## config.mk

```make
export PLATFORM = sky130hd
export DESIGN_NAME = jub_bridge
export DESIGN_NICKNAME = d
export VERILOG_FILES = /design/src/jub_pkg.sv /design/src/jub_bridge.sv /design/src/jub_sync.sv
export SDC_FILE = /design/constraint.sdc
export NUM_CORES = 1
export LEC_CHECK = 0
export ABC_AREA = 1
export BUFFER_PORTS_ARGS = -buffer_cell sky130_fd_sc_hd__buf_2
export CAP_MARGIN = 15
export CELL_PAD_IN_SITES_DETAIL_PLACEMENT = 2
export CELL_PAD_IN_SITES_GLOBAL_PLACEMENT = 2
export CORE_MARGIN = 2
export CORE_UTILIZATION = 30
export DETAILED_ROUTE_END_ITERATION = 8
export PLACE_DENSITY_LB_ADDON = 0.1
export SKIP_CTS_REPAIR_TIMING = 1
export SLEW_MARGIN = 20
export SYNTH_ARGS = -nofsm -noshare
export SYNTH_HDL_FRONTEND = slang
export SYNTH_HIERARCHICAL = 1
export SYNTH_SLANG_ARGS = --single-unit
export TNS_END_PERCENT = 20
```

## constraint.sdc

```tcl
create_clock -name CORE_CLK -period 2.3 [get_ports CORE_CLK]
set_clock_uncertainty 0.2 [all_clocks]
set_input_delay 0.69 -clock CORE_CLK [delete_from_list [all_inputs] [get_ports CORE_CLK]]
set_output_delay 0.69 -clock CORE_CLK [all_outputs]
set_load 0.02 [all_outputs]
```

## src/jub_pkg.sv

```systemverilog
// constants and carrier types for the user test-port data bridge
// assumes a core clock far faster than the test clock copy
`default_nettype none
package jub_pkg;
    localparam int PARAM_W = 32;
    localparam int ROM_W = 128;
    localparam int ROM_AW = 3;
    localparam int DBG_N = 96;
    localparam int RR_N = 8;
    localparam logic [7:0] IR_USER_LO = 8'h10;
    localparam logic [7:0] IR_USER_HI = 8'h7F;
    localparam logic [7:0] IR_PARAM = 8'h10;
    localparam logic [7:0] IR_ROM_ADDR = 8'h11;
    localparam logic [7:0] IR_ROM_READ = 8'h12;
    localparam logic [7:0] IR_DBG_RR = 8'h13;
    localparam logic [7:0] IR_DBG_BASE = 8'h20;
    localparam logic [7:0] IR_RESET = 8'h00;
    localparam logic [PARAM_W-1:0] PARAM_RESET = 32'h0000_0000;
    localparam logic [ROM_AW-1:0] ROM_ADDR_RESET = 3'h0;
    localparam int TAP_W = 14;

    // test-port bridge signals as seen by the core
    typedef struct packed {
        logic tck;
        logic tdi;
        logic shift;
        logic capture;
        logic update;
        logic upd_ir;
        logic [7:0] ir;
    } jub_tap_t;
endpackage
`default_nettype wire

```

## src/jub_bridge.sv

```systemverilog
// core logic behind the user test-port bridge: tuning, debug mux, rom read-back
// assumes bridge signals arrive unsynchronised; rom read is asynchronous
`default_nettype none
`timescale 1ns/10ps
module jub_bridge
    import jub_pkg::*;
(
    input wire logic CORE_CLK,
    input wire logic SYS_RST,
    input wire logic USER_SHIFT_CLOCK,
    input wire logic USER_SERIAL_IN,
    input wire logic SHIFT_DR_FLAG,
    input wire logic CAPTURE_DR_FLAG,
    input wire logic UPDATE_DATA_STATE_FLAG,
    input wire logic UPDATE_INSTRUCTION_STATE_FLAG,
    input wire logic [7:0] USER_INSTRUCTION_VALUE,
    input wire logic [DBG_N-1:0] DBG_NETS,
    input wire logic DBG_REG_EN,
    input wire logic DBG_EDGE_SEL,
    input wire logic CORE_ADDR_SEL,
    input wire logic [ROM_AW-1:0] CORE_ROM_ADDR,
    input wire logic [ROM_W-1:0] ROM_DATA,
    output logic USER_SERIAL_OUT,
    output logic USER_SERIAL_OUT_EN,
    output logic [7:0] CORE_INSTR,
    output logic [PARAM_W-1:0] PARAM_VALUE,
    output logic [ROM_AW-1:0] ROM_ADDR
);
    ////////////////////////////////////////////////////////////////////////////
    // input synchronisation and edge finding
    jub_tap_t raw;
    jub_tap_t tap;
    jub_tap_t prev_r;
    assign raw = '{tck: USER_SHIFT_CLOCK, tdi: USER_SERIAL_IN, shift: SHIFT_DR_FLAG,
                   capture: CAPTURE_DR_FLAG, update: UPDATE_DATA_STATE_FLAG,
                   upd_ir: UPDATE_INSTRUCTION_STATE_FLAG, ir: USER_INSTRUCTION_VALUE};

    jub_sync #(.W(TAP_W)) jub_sync_inst (
        .clk(CORE_CLK),
        .rst(SYS_RST),
        .din(raw),
        .dout(tap)
    );

    always_ff @(posedge CORE_CLK) begin
        if (SYS_RST) begin
            prev_r <= '0;
        end else begin
            prev_r <= tap;
        end
    end

    wire logic tck_rise = tap.tck & ~prev_r.tck;
    wire logic tck_fall = ~tap.tck & prev_r.tck;
    wire logic cap_rise = tap.capture & ~prev_r.capture;
    wire logic upd_rise = tap.update & ~prev_r.update;
    wire logic uir_rise = tap.upd_ir & ~prev_r.upd_ir;
    wire logic shift_clk = tck_rise & tap.shift;

    ////////////////////////////////////////////////////////////////////////////
    // instruction seen by the core
    logic [7:0] ir_r;
    always_ff @(posedge CORE_CLK) begin
        if (SYS_RST) begin
            ir_r <= IR_RESET;
        end else if (uir_rise) begin
            ir_r <= tap.ir;
        end
    end

    wire logic ir_user = (ir_r >= IR_USER_LO) && (ir_r <= IR_USER_HI);
    wire logic is_param = ir_r == IR_PARAM;
    wire logic is_addr = ir_r == IR_ROM_ADDR;
    wire logic is_rom = ir_r == IR_ROM_READ;
    wire logic is_rr = ir_r == IR_DBG_RR;
    wire logic is_dbg = (ir_r >= IR_DBG_BASE) && (ir_r <= IR_USER_HI);
    wire logic [7:0] dbg_off = ir_r - IR_DBG_BASE;

    ////////////////////////////////////////////////////////////////////////////
    // fine tuning: temporary shift register and live value
    logic [PARAM_W-1:0] tmp_r;
    logic [PARAM_W-1:0] tmp_nxt;
    logic [PARAM_W-1:0] param_r;
    assign tmp_nxt = (cap_rise && is_param) ? param_r :
                     (shift_clk && is_param) ? {tap.tdi, tmp_r[PARAM_W-1:1]} : tmp_r;
    always_ff @(posedge CORE_CLK) begin
        if (SYS_RST) begin
            tmp_r <= '0;
            param_r <= PARAM_RESET;
        end else begin
            tmp_r <= tmp_nxt;
            if (upd_rise && is_param) begin
                param_r <= tmp_r;
            end
        end
    end

    ////////////////////////////////////////////////////////////////////////////
    // rom address and serializer
    logic [ROM_AW-1:0] atmp_r;
    logic [ROM_AW-1:0] addr_r;
    logic [ROM_W-1:0] rom_sr_r;
    logic [ROM_W-1:0] rom_sr_nxt;
    logic [ROM_AW-1:0] atmp_nxt;
    assign atmp_nxt = (cap_rise && is_addr) ? addr_r :
                      (shift_clk && is_addr) ? {tap.tdi, atmp_r[ROM_AW-1:1]} : atmp_r;
    // page selected by addr_r; rom answers asynchronously
    assign rom_sr_nxt = (cap_rise && is_rom) ? ROM_DATA :
                        (shift_clk && is_rom) ? {1'b0, rom_sr_r[ROM_W-1:1]} : rom_sr_r;
    always_ff @(posedge CORE_CLK) begin
        if (SYS_RST) begin
            atmp_r <= '0;
            addr_r <= ROM_ADDR_RESET;
            rom_sr_r <= '0;
        end else begin
            atmp_r <= atmp_nxt;
            rom_sr_r <= rom_sr_nxt;
            if (CORE_ADDR_SEL) begin
                addr_r <= CORE_ROM_ADDR;
            end else if (upd_rise && is_addr) begin
                addr_r <= atmp_r;
            end
        end
    end

    ////////////////////////////////////////////////////////////////////////////
    // debug multiplexer
    logic [2:0] rr_r;
    logic dbg_r;
    wire logic dbg_edge = DBG_EDGE_SEL ? tck_fall : tck_rise;
    wire logic dbg_tick = ~DBG_REG_EN | dbg_edge;
    wire logic dbg_sel = is_rr ? DBG_NETS[rr_r] : DBG_NETS[dbg_off[6:0]];
    always_ff @(posedge CORE_CLK) begin
        if (SYS_RST) begin
            rr_r <= '0;
            dbg_r <= 1'b0;
        end else begin
            if (dbg_tick && (is_dbg || is_rr)) begin
                dbg_r <= dbg_sel;
            end
            if (dbg_tick && is_rr) begin
                rr_r <= rr_r + 3'h1;
            end
        end
    end

    ////////////////////////////////////////////////////////////////////////////
    // serial output toward data-out
    logic tdo_r;
    logic tdo_en_r;
    wire logic tdo_nxt = is_param ? tmp_r[0] :
                         is_addr ? atmp_r[0] :
                         is_rom ? rom_sr_r[0] : dbg_r;
    always_ff @(posedge CORE_CLK) begin
        if (SYS_RST) begin
            tdo_r <= 1'b0;
            tdo_en_r <= 1'b0;
        end else begin
            tdo_r <= tdo_nxt;
            tdo_en_r <= ir_user;
        end
    end

    assign USER_SERIAL_OUT = tdo_r;
    assign USER_SERIAL_OUT_EN = tdo_en_r;
    assign CORE_INSTR = ir_r;
    assign PARAM_VALUE = param_r;
    assign ROM_ADDR = addr_r;
endmodule // jub_bridge
`default_nettype wire

```

## src/jub_sync.sv

```systemverilog
// three-stage input synchroniser with agreement filter, one per bit
// assumes inputs come from outside the core clock domain
`default_nettype none
`timescale 1ns/10ps
module jub_sync #(
    parameter int W = 1
) (
    input wire logic clk,
    input wire logic rst,
    input wire logic [W-1:0] din,
    output logic [W-1:0] dout
);
    genvar i;
    generate
        for (i = 0; i < W; i++) begin : g_bit
            logic s1_r;
            logic s2_r;
            logic s3_r;
            logic q_r;
            always_ff @(posedge clk) begin
                if (rst) begin
                    s1_r <= 1'b0;
                    s2_r <= 1'b0;
                    s3_r <= 1'b0;
                    q_r <= 1'b0;
                end else begin
                    s1_r <= din[i];
                    s2_r <= s1_r;
                    s3_r <= s2_r;
                    // a change counts once stages two and three agree
                    if (s2_r == s3_r) begin
                        q_r <= s3_r;
                    end
                end
            end
            assign dout[i] = q_r;
        end
    endgenerate
endmodule // jub_sync
`default_nettype wire
```

## Word-level counts from Yosys, hierarchy flattened

Cells that the tools add are included.

| storage, ports and cells | value |
|---|---|
| flip-flop bits (word level) | 272 |
| bits in latches | 0 |
| RAM bits | 0 |
| bits in read-only memories | 0 |
| bits of input ports | 246 |
| output and inout bits | 45 |
| logic and storage cells | 142 |
| memories kept | 0 |

| operators by class | value |
|---|---|
| add/subtract/negate cells | 2 |
| $mul | 0 |
| div/mod/pow operators | 0 |
| order comparisons | 5 |
| eq/ne operators | 18 |
| shifts and indexed selects | 0 |
| mux-type cells | 17 |
| bitwise gates (word level) | 13 |
| reduce and logical (&&, ||, !) cells | 17 |

Operators with widths:

| operator | count |
|---|---|
| $mux W128 | 2 |
| $mux W32 | 2 |
| $eq A8 B5 Y1 const B | 4 |
| $eq A1 B1 Y1 | 14 |
| $logic_and A1 B1 Y1 | 12 |
| $mux W3 | 4 |
| $ge A8 B5 Y1 const B | 1 |
| $ge A8 B6 Y1 const B | 1 |
| $le A8 B7 Y1 const B | 1 |
| $lt A3 B8 Y1 const B | 1 |
| $lt A7 B8 Y1 const B | 1 |
| $reduce_bool A2 Y1 | 4 |
| $bmux W1 S7 | 1 |
| $mux W1 | 7 |
| $sub A7 B6 Y7 const B | 1 |
| $and A1 B1 Y1 | 6 |
| $not A1 Y1 | 6 |
| $add A3 B1 Y3 const B | 1 |
| $bmux W1 S3 | 1 |
| $logic_or A1 B1 Y1 | 1 |
| $or A1 B1 Y1 | 1 |

## Depth between registers and ports, before layout

| depth | value |
|---|---|
| depth after elaboration | 6 |
| gate-level depth with buffers | 15 |

## Cells and area by module

Netlist, hierarchy kept.

By module, submodules not included:

| module | times used | cells each | area an instance (um^2) |
|---|---|---|---|
| jub_bridge | 1 | 1253 | 9509.1 |
| jub_sync | 1 | 203 | 1869.3 |

## Worst setup path after synthesis

OpenSTA, ideal clock, no wires.

| timing path | value |
|---|---|
| path kind | register to register |
| from | register ir_r[0], in the netlist CORE_INSTR[0] |
| to | register dbg_r |
| setup time | 0.119 ns |
| arrival | 1.622 ns |
| required time | 1.981 ns |
| setup slack | 0.359 ns |
| stages on the path, launching flop included | 15 |
| path buffers | 3 |
| cell sequence | dfxtp_1 buf_2 inv_1 buf_4 buf_4 nand3_1 nand2_1 nor2_1 nor2_1 nor2_1 nand2_1 nand3_1 nand3_1 nand2_1 a21oi_1 |

| on the way | value |
|---|---|
| cells in the longest elaborated chain, start to end | 4 |
| elaborated cells on any way between the ends | 10 |
| classes of those cells | add/sub: 1; order compare: 2; eq/ne: 1; mux: 3; reduce/logical: 3 |

Ends and longest elaborated chain:

| element | line | source |
|---|---|---|
| start: declaration | jub_bridge.sv:62 | `logic [7:0] ir_r;` |
| start signal: assignment | jub_bridge.sv:67 | `ir_r <= tap.ir;` |
| $sub A7 B6 Y7 (tied with other cells) | jub_bridge.sv:77 | `wire logic [7:0] dbg_off = ir_r - IR_DBG_BASE;` |
| $bmux W1 S7 / $logic_and A1 B1 Y1 (equally long branches) | jub_bridge.sv:132, jub_bridge.sv:76 |  |
| $mux W1 (implied by the code) / $logic_or A1 B1 Y1 (equally long branches) | jub_bridge.sv:132, jub_bridge.sv:138 |  |
| $mux W1 / $logic_and A1 B1 Y1 (equally long branches) | jub_bridge.sv:132, jub_bridge.sv:138 |  |
| end signal: assignment | jub_bridge.sv:139 | `dbg_r <= dbg_sel;` |
| end: declaration | jub_bridge.sv:129 | `logic dbg_r;` |

Parallel ways exist; a longest one is shown, timed or not. The select of a mux whose other input is x is not followed.
A chain may end at the register's enable or synchronous reset.

## Final worst setup path

| timing path | value |
|---|---|
| from | register ir_r[0], in the netlist CORE_INSTR[0] |
| to | output CORE_INSTR[0] |

RTL lines:

| element | line | source |
|---|---|---|
| end: declaration | jub_bridge.sv:25 | `output logic [7:0] CORE_INSTR,` |

No word-level cell between the ends.

==> run_results.csv <==
group,metric,value,unit
placement,gp_congestion,0.805,
synthesis,yosysTopAreaCell,"dfxtp_1",
sta,setup_ws,0.0519,ns
layout,layout_common_cells,"buf_2 (290), dfxtp_1 (270), a21oi_1 (197)",
layout,nets,1933,
synthesis,synthAdderAreaFrac,0.110,%
power_and_ir_drop,pwr_density_cell,720,nW/um^2
worst_setup_path,crit_type,"reg2out",
min_path,min_from,"SHIFT_DR_FLAG",
synthesis,synth_cell_type_count,32,
layout,final_common_cell,"buf_2",
power_and_ir_drop,leakage,6.00,nW
cts,clkTransAtPathRegs,0.06,ns
synthesis,seq_area_frac_synth,47.9,%
cts,cts.sinks,272,
drt,wl_per_cell,18.4,um
worst_setup_path,critPathLaunch,"CORE_INSTR[0]",
sta,finalCritPeriodShare,97.7,%
drt,dr.first_iter.drc_count,411,
global_route,grt_pass1_wl,63.8,mm
layout,post-route-util,38.1,%
synthesis,avgSynthCellArea,7.81,um^2
power_and_ir_drop,pwr-share-comb,4.6,%
sta,clock.fmax,0.445,GHz
global_route,gr-total-overflow,0,
floorplan,num_io_pins,291,
floorplan,die_x,199,um
synthesis,synth_top_family_by_area,"compound AO/OA/AOI/OAI gates",
power_and_ir_drop,finalPower,0.0103,W
layout,drive_gt1_share,25.0,%
power_and_ir_drop,seq_power_share,46.4,%
cts,cts_tree,"yes",
synthesis,syn-num-nets,1703,
power_and_ir_drop,p_sw_share,22.8,%
synthesis,synth_xor_xnor_area_share,0,%
drt,routed_via_density,5.08,
placement,placed_cells,2162,
floorplan,dieArea,39500,um^2
sta,slew_headroom,35.9,%
layout,fillCellCount,4392,
sta,rsz0062_at_grt,"true",
drt,ant_nets,0,
cts,htreeDepth,1,
placement,dpl.hpwl,27.7,mm
cts,clockBufferDepth,3,
global_route,grt_max_degree,100,
placement,place_ws,-0.0798,ns
sta,fin_crit,2.25,ns
sta,hold_viol,0,
job,drv_cap,0,
min_path,hold_path.class,"in2reg",
synthesis,ys_seq_elements,272,
cts,cts-root-buf,"clkbuf_16",
synthesis,ys_warn_count,6,
sta,tns,0,ns
synthesis,synth_simple_gate_area_share,13.6,%
power_and_ir_drop,vdd_drop_max,0.492,mV
synthesis,synth_top_area_share,47.9,%
worst_setup_path,cp_data_required_time,1.41,ns
global_route,track_usage,20.0,%
floorplan,num_rows,71,
power_and_ir_drop,clockPowerShare,48.9,%
power_and_ir_drop,internal_power,0.00793,W
worst_setup_path,arrival,1.36,ns
synthesis,synthCells,1456,
worst_setup_path,start_kind,"flip-flop",
global_route,grt_pass1_vias,11900,
floorplan,fp.dieH,199,um
drt,firstDrtPassIters,4,
worst_setup_path,r2r-start,"CORE_INSTR[6]",
drt,wl,41.1,mm
status,status,"finished, final reports clean",
sta,worst_slew_pin_slew,0.961,ns
floorplan,start_util,30.4,%
drt,vias,11300,
cts,clk_latency,0.58,ns
drt,remaining_drc_errors,0,
synthesis,syn-cell-area,11400,um^2
floorplan,core,37500,um^2
sta,slew_viol_final,0,
synthesis,synth-compound-area-share,28.7,%
layout,stdcell_count,2232,
worst_setup_path,path_max_fanout,13,
cts,cts_made_buffers,31,
placement,io_buffers,290,
synthesis,synth.area.top_cells,"dfxtp_1 (48%), o22ai_1 (8.9%), a21oi_1 (8.7%), o21ai_0 (8.2%), nand2_1 (5.4%)",
sta,final-setup-viol-count,0,
power_and_ir_drop,switchingPower,0.00234,W
global_route,antenna_found_initial,12,
synthesis,synth_mux_area_share,0,%
worst_setup_path,crit_path_end_kind,"output pin",
layout,layout-area-overhead-vs-synth,25.4,%
## power groups by stage
stage	clock (W)	combinational [W]	sequential (W)
3_3_place_gp	0	0.000473	0.00487
5_1_grt	0.00541	0.000530	0.00477
6_report	0.00503	0.000475	0.00477
4_1_cts	0.00519	0.000483	0.00477
3_5_place_dp	0	0.000479	0.00487
2_1_floorplan	0	0.000177	0.00487
## critical path, cell delays in order, from the launching register on
cell,delay [ns]
dfxtp_2,0.43
buf_12,0.18
buf_2,0.18
## state kept, by name (all words and copies together), names as in the netlist, 4 cells and up
signal / count
jub_sync_inst/g_bit.s1_r: 14
jub_sync_inst/g_bit.q_r: 14
jub_sync_inst/g_bit.s3_r: 14
jub_sync_inst/g_bit.s2_r: 14
rom_sr_r: 128
prev_r: 4
CORE_INSTR: 8
PARAM_VALUE: 32
tmp_r: 32
## cell type report
class	count	area (um^2)	share of cell area, %
Inverter	82	324	2.27
Sequential cell	272	5450	38.2
Tap cell	511	639	4.48
Timing Repair Buffer	327	1940	13.6
Multi-Input combinational cell	972	4850	34.0
Clock inverter	14	138	0.965
Antenna cell	10	25.0	0.175
Clock buffer	44	905	6.34
## metrics by stage
stage / hold WS (ns) / area [um^2]
floorplan: 0.188 / 11400
global placement: 0.191 / 13100
detailed placement: 0.199 / 13100
CTS: 0.0895 / 14200
global route: 0.101 / 14300
finish: 0.117 / 14300
## metal layers
layer / wire (um) / part of all wire (%) / GRT usage [%] / up-vias
met4: 893 / 2.2 / 4.81 / 8
met3: 2430 / 5.9 / 5.22 / 61
li1: - / - / - / 5518
met1: 17700 / 43 / 24.0 / 5513
met5: 47 / 0.11 / 0 / -
met2: 20100 / 49 / 35.6 / 231
## synthesized netlist by cell type
cell type	instances
o21ai_2	11
nor3b_1	1
a21oi_1	197
inv_2	8
buf_12	1
nor2_8	2
o211ai_1	3
clkinv_1	1
a22oi_1	2
o21ai_1	36
nand4_1	11
nand3_1	21
buf_6	12
clkbuf_1	44
nor2_1	148
inv_8	1
nor3_1	2
buf_4	39
nor2_2	14
inv_1	70
clkinv_2	1
inv_4	1
nand2_1	165
ha_1	1
nand2_2	2
buf_2	33
o21ai_0	187
nor2_4	4
o22ai_1	162
buf_1	1
dfxtp_1	272
a31oi_1	3
## path summary, 6_finish.rpt
path                                                     end  slack [ns]  depth (start not counted)
worst max-delay path                           CORE_INSTR[0]        0.05                          2
worst min-delay path            jub_sync_inst/g_bit[11].s1_r        0.12                          3
worst max register to register                 rom_sr_r[100]        0.10                          9
worst min register to register  jub_sync_inst/g_bit[13].s2_r        0.21                          2
## cells by family after synthesis
family,Yosys count
AO/OA/AOI/OAI,601
buffers and inverters,212
flip-flops,272
adder cells (fa/ha/maj),1
AND/OR/NAND/NOR,370
No activity file was read; power rests on OpenSTA's default activity.
